**src/include/dda_pkg.sv**
```systemverilog
// Shared constants and types for the disc drive adapter link
package dda_pkg;
    localparam int unsigned SECTOR_W      = 5;
    localparam int unsigned TRACK_W       = 9;
    localparam int unsigned CYL_W         = 8;
    localparam int unsigned UNIT_W        = 3;
    localparam int unsigned UNITS         = 8;
    localparam int unsigned WORD_W        = 16;
    localparam int unsigned CTRL_W        = 12;
    localparam int unsigned SECTORS       = 20;
    localparam int unsigned CYLINDERS     = 203;
    localparam int unsigned HEAD_BIT      = 8;
    localparam int unsigned CLK_PERIOD_NS = 25;
    localparam int unsigned XFER_CLK_NS   = 320;
    localparam int unsigned BIT_CELL_NS   = 640;
    // Half period of the driven link clock, in mclk cycles
    localparam int unsigned XFER_HALF_CYC = XFER_CLK_NS / 2 / CLK_PERIOD_NS;
    localparam int unsigned BIT_CELL_CYC  = BIT_CELL_NS / CLK_PERIOD_NS;
    localparam logic [SECTOR_W-1:0] SECTOR_RST = 5'h00;
    localparam logic [TRACK_W-1:0]  TRACK_RST  = 9'h000;
    localparam logic [CYL_W-1:0]    CYL_MAX    = 8'hca;
    localparam logic [SECTOR_W-1:0] SECTOR_LAST = 5'h13;
    // Which address or data register a serial transfer loads
    typedef enum logic [1:0] {
        DDA_LD_NONE,
        DDA_LD_SECTOR,
        DDA_LD_TRACK,
        DDA_LD_DATA
    } dda_load_e;
endpackage

```
**src/include/dda_link_if.sv**
```systemverilog
// Cable between the controller and the adapter
`timescale 1ns/10ps
`default_nettype none
interface dda_link_if;
    logic                       xfer_clk;
    logic                       ser_data;
    logic                       ld_sector;
    logic                       ld_track;
    logic                       ld_data;
    logic [dda_pkg::UNIT_W-1:0] unit_sel;
    logic                       sector_eq;
    logic                       read_data;
    logic                       recovered_read_clock;
    logic                       returned_read_clock;
    logic [dda_pkg::WORD_W-1:0] crc_calc;
    logic                       crc_chk;
    logic                       crc_err;
    logic [dda_pkg::CTRL_W-1:0] ctrl_stat;
    logic [3:0]                 drive_ctrl;
    modport adapter (
        input  xfer_clk, ser_data, ld_sector, ld_track, ld_data, unit_sel,
        input  returned_read_clock, crc_calc, crc_chk, drive_ctrl,
        output sector_eq, read_data, recovered_read_clock, crc_err,
        output ctrl_stat
    );
    modport controller (
        output xfer_clk, ser_data, ld_sector, ld_track, ld_data, unit_sel,
        output returned_read_clock, crc_calc, crc_chk, drive_ctrl,
        input  sector_eq, read_data, recovered_read_clock, crc_err,
        input  ctrl_stat
    );
endinterface
`default_nettype wire

```
**src/core/dda_adapter.sv**
```systemverilog
// Adapter end: address registers, sector compare, data resync, CRC compare
`timescale 1ns/10ps
`default_nettype none
// Contract
// - Hold five-bit requested sector from controller
// - Compare held sector to drive sector continuously
// - Controller may ignore sector equality
// - Nine-bit track: head bit plus cylinder
// - Cylinder limited to 203 positions
// - Track number is first word after sync
// - Decode three unit lines to one-hot eight
// - Controller waits for drive ready first
// - Index mark restarts sector count at zero
// - Write data registered, shifted under write clock
// - Read data registered before reaching controller
// - Addresses share serial link, load lines select
// - Four drive controls out, eight status in
// - All twelve control/status lines returned
// - Compare CRC, flag mismatch
// - Controller does serial conversion and resync
// - Controller link clock 320 ns period; divider gives 300 ns (six-cycle half periods)
// - Track starts at sector trailing edge, 640ns bits
module dda_adapter
    import dda_pkg::*;
(
    // Clock and reset
    input  wire logic                 mclk_i,
    input  wire logic                 resetn_i,
    // Controller cable
    dda_link_if.adapter               link,
    // Drive side
    input  wire logic                 write_clk_i,
    input  wire logic                 drv_read_data_i,
    input  wire logic                 drv_read_clk_i,
    input  wire logic                 drv_sector_mark_i,
    input  wire logic                 drv_index_mark_i,
    input  wire logic [7:0]           drv_status_i,
    output logic [UNITS-1:0]          unit_sel_o,
    output logic                      head_sel_o,
    output logic [CYL_W-1:0]          cyl_addr_o,
    output logic                      cyl_valid_o,
    output logic [SECTOR_W-1:0]       sector_addr_o,
    output logic                      write_data_o,
    output logic [3:0]                drive_ctrl_o
);
    import dda_pkg::*;

    // Synchronisers: stage one is read only by stage two
    logic [6:0] s1_q, s2_q, s3_q;
    logic [6:0] raw;
    assign raw = {write_clk_i, link.xfer_clk, link.ser_data, link.ld_sector,
                  link.ld_track, link.ld_data, drv_read_clk_i};
    logic [1:0] mk1_q, mk2_q, mk3_q;
    logic       rd1_q, rd2_q;
    logic [7:0] st1_q, st2_q;
    always_ff @(posedge mclk_i or negedge resetn_i) begin
        if (!resetn_i) begin
            s1_q  <= '0;
            s2_q  <= '0;
            s3_q  <= '0;
            mk1_q <= '0;
            mk2_q <= '0;
            mk3_q <= '0;
            rd1_q <= 1'b0;
            rd2_q <= 1'b0;
            st1_q <= '0;
            st2_q <= '0;
        end else begin
            s1_q  <= raw;
            s2_q  <= s1_q;
            s3_q  <= s2_q;
            mk1_q <= {drv_sector_mark_i, drv_index_mark_i};
            mk2_q <= mk1_q;
            mk3_q <= mk2_q;
            rd1_q <= drv_read_data_i;
            rd2_q <= rd1_q;
            st1_q <= drv_status_i;
            st2_q <= st1_q;
        end
    end

    logic xclk_rise, wclk_rise, rclk_rise, sect_fall, index_rise;
    assign wclk_rise  = s2_q[6] & ~s3_q[6];
    assign xclk_rise  = s2_q[5] & ~s3_q[5];
    assign rclk_rise  = s2_q[0] & ~s3_q[0];
    // Trailing edge of the sector pulse starts a track
    assign sect_fall  = ~mk2_q[1] & mk3_q[1];
    assign index_rise = mk2_q[0] & ~mk3_q[0];

    // Address and data state
    logic [SECTOR_W-1:0] sect_q, sect_d;
    logic [TRACK_W-1:0]  trk_q, trk_d;
    logic [SECTOR_W-1:0] cnt_q, cnt_d;
    logic                idx_q, idx_d;
    logic [WORD_W-1:0]   sh_q, sh_d;
    logic [WORD_W-1:0]   wr_q, wr_d;
    logic [WORD_W-1:0]   rd_q, rd_d;
    logic [WORD_W-1:0]   rcrc_q, rcrc_d;
    logic                ldd_q, ldd_d;
    logic                eq_q, eq_d;
    logic                err_q, err_d;
    logic                wbit_q, wbit_d;
    logic                wph_q, wph_d;
    logic                rbit_q, rbit_d;
    logic [UNITS-1:0]    us_q, us_d;
    logic [3:0]          dc_q, dc_d;
    logic [CTRL_W-1:0]   cs_q, cs_d;
    logic                cv_q, cv_d;
    logic                rck_q, rck_d;

    always_comb begin
        sect_d = sect_q;
        trk_d  = trk_q;
        cnt_d  = cnt_q;
        idx_d  = idx_q;
        sh_d   = sh_q;
        wr_d   = wr_q;
        rd_d   = rd_q;
        rcrc_d = rcrc_q;
        ldd_d  = s2_q[1];
        err_d  = err_q;
        wbit_d = wbit_q;
        rbit_d = rd_q[WORD_W-1];
        rck_d  = s2_q[0];
        // Serial bits enter MSB first on the link clock
        if (xclk_rise && (s2_q[3] || s2_q[2] || s2_q[1])) begin
            sh_d = {sh_q[WORD_W-2:0], s2_q[4]};
            if (s2_q[3])
                sect_d = sh_d[SECTOR_W-1:0];
            if (s2_q[2])
                trk_d = sh_d[TRACK_W-1:0];
        end
        // Load beats a shift in the same cycle, so no word is lost
        // Otherwise one bit cell per two write clock rises
        if (ldd_q && !s2_q[1]) begin
            wr_d = sh_q;
        end else if (wclk_rise && wph_q) begin
            wbit_d = wr_q[WORD_W-1];
            wr_d   = {wr_q[WORD_W-2:0], 1'b0};
        end
        wph_d = wph_q ^ wclk_rise;
        // Read bits re-registered on the recovered clock
        if (rclk_rise) begin
            rd_d   = {rd_q[WORD_W-2:0], rd2_q};
            rcrc_d = rd_d;
        end
        // Index restarts the count; next mark is sector zero
        if (sect_fall) begin
            idx_d = 1'b0;
            if (idx_q || cnt_q == SECTOR_LAST)
                cnt_d = '0;
            else
                cnt_d = cnt_q + 5'h01;
        end
        // Set after clear, so a coincident index is not lost
        if (index_rise)
            idx_d = 1'b1;
        // Recorded CRC checked against controller's result
        if (link.crc_chk)
            err_d = (rcrc_q != link.crc_calc);
        eq_d = (sect_q == cnt_q);
        cv_d = (trk_q[CYL_W-1:0] <= CYL_MAX);
        dc_d = link.drive_ctrl;
        cs_d = {dc_q, st2_q[3:0], st2_q[7:4]};
        us_d = '0;
        us_d[link.unit_sel] = 1'b1;
    end

    always_ff @(posedge mclk_i or negedge resetn_i) begin
        if (!resetn_i) begin
            sect_q <= SECTOR_RST;
            trk_q  <= TRACK_RST;
            cnt_q  <= SECTOR_RST;
            idx_q  <= 1'b0;
            sh_q   <= '0;
            wr_q   <= '0;
            rd_q   <= '0;
            rcrc_q <= '0;
            ldd_q  <= 1'b0;
            eq_q   <= 1'b0;
            err_q  <= 1'b0;
            wbit_q <= 1'b0;
            wph_q  <= 1'b0;
            rbit_q <= 1'b0;
            us_q   <= '0;
            dc_q   <= '0;
            cs_q   <= '0;
            cv_q   <= 1'b0;
            rck_q  <= 1'b0;
        end else begin
            sect_q <= sect_d;
            trk_q  <= trk_d;
            cnt_q  <= cnt_d;
            idx_q  <= idx_d;
            sh_q   <= sh_d;
            wr_q   <= wr_d;
            rd_q   <= rd_d;
            rcrc_q <= rcrc_d;
            ldd_q  <= ldd_d;
            eq_q   <= eq_d;
            err_q  <= err_d;
            wbit_q <= wbit_d;
            wph_q  <= wph_d;
            rbit_q <= rbit_d;
            us_q   <= us_d;
            dc_q   <= dc_d;
            cs_q   <= cs_d;
            cv_q   <= cv_d;
            rck_q  <= rck_d;
        end
    end

    assign unit_sel_o    = us_q;
    assign head_sel_o    = trk_q[HEAD_BIT];
    // Held track word is what a frame carries first after sync
    assign cyl_addr_o    = trk_q[CYL_W-1:0];
    assign cyl_valid_o   = cv_q;
    assign sector_addr_o = sect_q;
    assign write_data_o  = wbit_q;
    assign drive_ctrl_o  = dc_q;
    assign link.sector_eq            = eq_q;
    assign link.read_data            = rbit_q;
    assign link.recovered_read_clock = rck_q;
    assign link.crc_err              = err_q;
    assign link.ctrl_stat            = cs_q;
endmodule
`default_nettype wire

```
**src/flat_wrapper.sv**
```systemverilog
// flat-port wrapper written by rule: the top's interface ports become plain ports
module dda_adapter_flat import dda_pkg::*;
  (mclk_i, resetn_i, write_clk_i, drv_read_data_i, drv_read_clk_i, drv_sector_mark_i, drv_index_mark_i, drv_status_i, unit_sel_o, head_sel_o, cyl_addr_o, cyl_valid_o, sector_addr_o, write_data_o, drive_ctrl_o, link_xfer_clk, link_ser_data, link_ld_sector, link_ld_track, link_ld_data, link_unit_sel, link_returned_read_clock, link_crc_calc, link_crc_chk, link_drive_ctrl, link_sector_eq, link_read_data, link_recovered_read_clock, link_crc_err, link_ctrl_stat);
  dda_link_if link_i ();
  input  wire logic mclk_i;
  input  wire logic resetn_i;
  input  wire logic write_clk_i;
  input  wire logic drv_read_data_i;
  input  wire logic drv_read_clk_i;
  input  wire logic drv_sector_mark_i;
  input  wire logic drv_index_mark_i;
  input  wire logic [7:0] drv_status_i;
  output logic [UNITS-1:0] unit_sel_o;
  output logic head_sel_o;
  output logic [CYL_W-1:0] cyl_addr_o;
  output logic cyl_valid_o;
  output logic [SECTOR_W-1:0] sector_addr_o;
  output logic write_data_o;
  output logic [3:0] drive_ctrl_o;
  input wire logic [$bits(link_i.xfer_clk)-1:0] link_xfer_clk;
  input wire logic [$bits(link_i.ser_data)-1:0] link_ser_data;
  input wire logic [$bits(link_i.ld_sector)-1:0] link_ld_sector;
  input wire logic [$bits(link_i.ld_track)-1:0] link_ld_track;
  input wire logic [$bits(link_i.ld_data)-1:0] link_ld_data;
  input wire logic [$bits(link_i.unit_sel)-1:0] link_unit_sel;
  input wire logic [$bits(link_i.returned_read_clock)-1:0] link_returned_read_clock;
  input wire logic [$bits(link_i.crc_calc)-1:0] link_crc_calc;
  input wire logic [$bits(link_i.crc_chk)-1:0] link_crc_chk;
  input wire logic [$bits(link_i.drive_ctrl)-1:0] link_drive_ctrl;
  output wire logic [$bits(link_i.sector_eq)-1:0] link_sector_eq;
  output wire logic [$bits(link_i.read_data)-1:0] link_read_data;
  output wire logic [$bits(link_i.recovered_read_clock)-1:0] link_recovered_read_clock;
  output wire logic [$bits(link_i.crc_err)-1:0] link_crc_err;
  output wire logic [$bits(link_i.ctrl_stat)-1:0] link_ctrl_stat;
  assign link_i.xfer_clk = link_xfer_clk;
  assign link_i.ser_data = link_ser_data;
  assign link_i.ld_sector = link_ld_sector;
  assign link_i.ld_track = link_ld_track;
  assign link_i.ld_data = link_ld_data;
  assign link_i.unit_sel = link_unit_sel;
  assign link_i.returned_read_clock = link_returned_read_clock;
  assign link_i.crc_calc = link_crc_calc;
  assign link_i.crc_chk = link_crc_chk;
  assign link_i.drive_ctrl = link_drive_ctrl;
  assign link_sector_eq = link_i.sector_eq;
  assign link_read_data = link_i.read_data;
  assign link_recovered_read_clock = link_i.recovered_read_clock;
  assign link_crc_err = link_i.crc_err;
  assign link_ctrl_stat = link_i.ctrl_stat;
  dda_adapter u_core (.mclk_i(mclk_i), .resetn_i(resetn_i), .link(link_i), .write_clk_i(write_clk_i), .drv_read_data_i(drv_read_data_i), .drv_read_clk_i(drv_read_clk_i), .drv_sector_mark_i(drv_sector_mark_i), .drv_index_mark_i(drv_index_mark_i), .drv_status_i(drv_status_i), .unit_sel_o(unit_sel_o), .head_sel_o(head_sel_o), .cyl_addr_o(cyl_addr_o), .cyl_valid_o(cyl_valid_o), .sector_addr_o(sector_addr_o), .write_data_o(write_data_o), .drive_ctrl_o(drive_ctrl_o));
endmodule
```
**config.mk**
```make
export PLATFORM = sky130hd
export DESIGN_NAME = dda_adapter_flat
export DESIGN_NICKNAME = d
export VERILOG_FILES = /design/src/include/dda_pkg.sv /design/src/include/dda_link_if.sv /design/src/core/dda_adapter.sv /design/src/flat_wrapper.sv
export SDC_FILE = /design/constraint.sdc
export NUM_CORES = 1
export LEC_CHECK = 0
export BUFFER_PORTS_ARGS = -buffer_cell sky130_fd_sc_hd__buf_2
export CORE_MARGIN = 2
export CORE_UTILIZATION = 46
export DETAILED_ROUTE_END_ITERATION = 12
export PLACE_DENSITY = 0.7
export SKIP_CTS_REPAIR_TIMING = 1
export SYNTH_ARGS = -nofsm -noshare
export SYNTH_HDL_FRONTEND = slang
export SYNTH_SLANG_ARGS = --single-unit
```
**constraint.sdc**
```tcl
create_clock -name mclk_i -period 1.48 [get_ports mclk_i]
set_input_delay 0.296 -clock mclk_i [delete_from_list [all_inputs] [get_ports mclk_i]]
set_output_delay 0.296 -clock mclk_i [all_outputs]
set_load 0.03 [all_outputs]
```
==> flow_metrics.tcl <==
set metrics [dict create \
    rsz0062_at_grt "true" \
    clk_latency_ns 0.51 \
    worst_r2r_endpoint "u_core.sh_q[13]" \
    pwr-share-clk_pct 33.7 \
    finalClockSkew_ns 0.00927 \
    worst-slew-pin-transition_ns 0.336 \
    antenna_cells 0 \
    p_seq_share_pct 46.7 \
    met3_usage_pct 6.84 \
    crit_type "reg2reg" \
    route.vias.total 2909 \
    vdd_drop_max_mv 0.946 \
    clk_pin_slew_ns 0.06 \
    syn_nets 371 \
    hold_viol 0 \
    hp-class "in2reg" \
    period_needed_ns 1.46 \
    drive_gt1_share_pct 38.8 \
    finalWirelength_um 8640 \
    status "complete, no violations" \
    cp_max_fo 12 \
    synth_cells 324 \
    synth_compound_area_share_pct 3.46 \
    pre_cts_ws_ns 0.00279 \
    fin_setup_tns_ns 0 \
    cts_tree "yes" \
    yosysSeqAreaShare_pct 71.3 \
    antenna_found_initial 0 \
    grt_max_degree 39 \
    synth-simple-area-share_pct 5.98 \
    max_slew_margin_pct 77.5 \
    worstHoldStart "link_unit_sel[1]" \
    r2r_start "u_core.s2_q[1]" \
    cts-htree-levels 4 \
    synth_common_cells "dfrtp_1, mux2_2, nand2_1" \
    clock_sinks 140 \
    io_pins 89 \
    layout.cells.non_filler 608 \
    grt_pass1_vias 2956 \
    start_kind "flop" \
    regToRegSetupSlack_ns 0.02 \
    ys_types 31 \
    avgSynthCellArea_sq_um 15.2 \
    area_delta_synth_final_pct 31.1 \
    synth_xor_area_share_pct 3.74 \
    synth_top_family_by_area "multiplexers" \
    cts_buffers 17 \
    stdcell_area_sq_um 6440 \
    met2_usage_pct 25.1 \
    synth_edf_count 0 \
    place_congestion 0.738 \
    ys.flop_type "dfrtp_1" \
    hpwl_um 5470 \
    yosys_register_bits 140 \
    async_reset_ff_share_pct 100 \
    synthTopCellsByArea "dfrtp_1, mux2_2, xnor2_1" \
    setup_ws_ns 0.0217 \
    grt_busiest_layer "met2" \
    slew_violations 0 \
    rows 37 \
    dpl-instance-area_sq_um 5600 \
    cts-root-buf "clkbuf_8" \
    leakage_uw 0.00299 \
    die_y_um 107 \
    routed_via_density 4.78 \
    synthAdderAreaFrac_pct 0.509 \
    syn_area_sq_um 4910 \
    grt_usage_pct 15.7 \
    dp_cells 549 \
    initial_core_util_pct 47.4 \
    r2r_cells 4 \
    combPwrFrac_pct 19.5 \
    min_to "u_core.unit_sel_o[5]" \
    setup_viol 0 \
    core-area_sq_um 10400 \
    p_int_uw 8020 \
    final_util_pct 62.1 \
    switching_share_pct 29.0 \
    first_iter_violations 131 \
    io_buffers 87 \
    ant_nets 0 \
    cp_data_required_time_ns 1.86 \
    drt_pre_antenna_iters 4 \
    power_switching_uw 3280 \
    gr-usage-met1_pct 18.4 \
    min_path_cells 2 \
    fill_cells 800 \
    finalCritPeriodShare_pct 98.5 \
    grt_pass1_wl_um 13700 \
    wl_per_cell_um 14.2 \
    die_area_sq_um 11500 \
    synth.most_common_cell "dfrtp_1" \
    drc_errors 0 \
    muxShareOfSynthArea_pct 13.8 \
    arrival_ns 1.84 \
    yosysWarnings 0 \
    grt.overflow.total 0 \
    die_w_um 107 \
    yosysTopAreaCellShare_pct 71.3 \
    maxCapViolations 0 \
    power_density_nw_per_um2 1760 \
    end_kind "flop" \
    yosys.area.top_type "dfrtp_1" \
    nets 506 \
    cts_buffer_depth 2 \
    fmaxAchievable_mhz 686 \
]
stage by stage:
step	hold slack (ns)	total power (uW)
6_report	0.0219	11300
5_1_grt	0.00907	11900
4_1_cts	-0.339	11300
3_5_place_dp	0.209	7450
3_3_place_gp	0.205	7340
2_1_floorplan	0.000409	6690
power groups by stage:
stage / clock (uW) / combinational [uW] / sequential [uW]
3_5_place_dp: 0 / 2080 / 5370
5_1_grt: 4090 / 2420 / 5410
4_1_cts: 3920 / 2080 / 5310
6_report: 3810 / 2210 / 5280
2_1_floorplan: 0 / 1070 / 5610
3_3_place_gp: 0 / 2010 / 5330
cells by family (layout without fill, tap and decap cells):
logic type / Yosys count / in the layout
XOR/XNOR: 21 / 21
AO/OA/AOI/OAI: 30 / 30
buffers and inverters: 12 / 160
AND/OR/NAND/NOR: 57 / 57
adder cells (fa/ha/maj): 2 / 2
flip-flops: 140 / 140
multiplexers: 62 / 62
worst max-delay path: stages, from the launching register on:
cell     delay (ns)
dfrtp_1        0.38
nor3_2         0.07
nor3b_2        0.32
buf_6          0.22
mux2_2         0.35
flip-flops by register name, indices dropped and copies added (netlist names), 7 cells and up:
name / count
u_core.link.ctrl_stat: 12
u_core.rd_q: 16
u_core.s1_q: 7
u_core.s2_q: 7
u_core.sh_q: 16
u_core.st1_q: 8
u_core.st2_q: 8
u_core.trk_q: 9
u_core.unit_sel_o: 8
u_core.wr_q: 16
cells in the final DEF, fill, tap and decap left out, drive strengths merged, types with 2 or more instances in the layout:
cell type,n
nand4,4
o21ai,21
xor2,2
dlygate4sd3,24
mux2,47
inv,5
nand2b,3
clkbuf,24
ha,2
clkinvlp,3
mux2i,15
nor3b,4
nor2,2
nand3,3
nor2b,7
clkinv,5
nor3,4
and3b,2
buf,98
a21oi,3
xnor2,19
nand2,25
dfrtp,140
routing by layer:
metal | share of wire [%] | up-vias
li1 | - | 1393
met1 | 42 | 1441
met2 | 52 | 68
met3 | 6.0 | 7
met4 | 0.71 | 0
met5 | 0 | -
layout make-up:
| type | count | area [sq um] | area share [%] |
|---|---|---|---|
| Sequential cell | 140 | 3500 | 54.4 |
| Inverter | 2 | 7.51 | 0.117 |
| Clock buffer | 20 | 425 | 6.61 |
| Clock inverter | 12 | 115 | 1.79 |
| Timing Repair Buffer | 126 | 841 | 13.1 |
| Multi-Input combinational cell | 172 | 1380 | 21.4 |
| Tap cell | 136 | 170 | 2.64 |
how the worst max path moves through the flow:
stage	from	end	slack (ns)
2_1_floorplan	u_core.s3_q[0]	u_core.rd_q[0]	0.02
3_3_place_gp	u_core.s2_q[1]	u_core.sh_q[7]	0.04
3_5_place_dp	u_core.s2_q[1]	u_core.sh_q[13]	0.003
4_1_cts	u_core.s2_q[1]	u_core.sh_q[13]	-0.02
5_1_grt	u_core.s2_q[1]	u_core.sector_addr_o[1]	-0.06
6_report	u_core.s2_q[1]	u_core.sh_q[13]	0.02
Note: power is estimated with default switching activity, not from simulation.
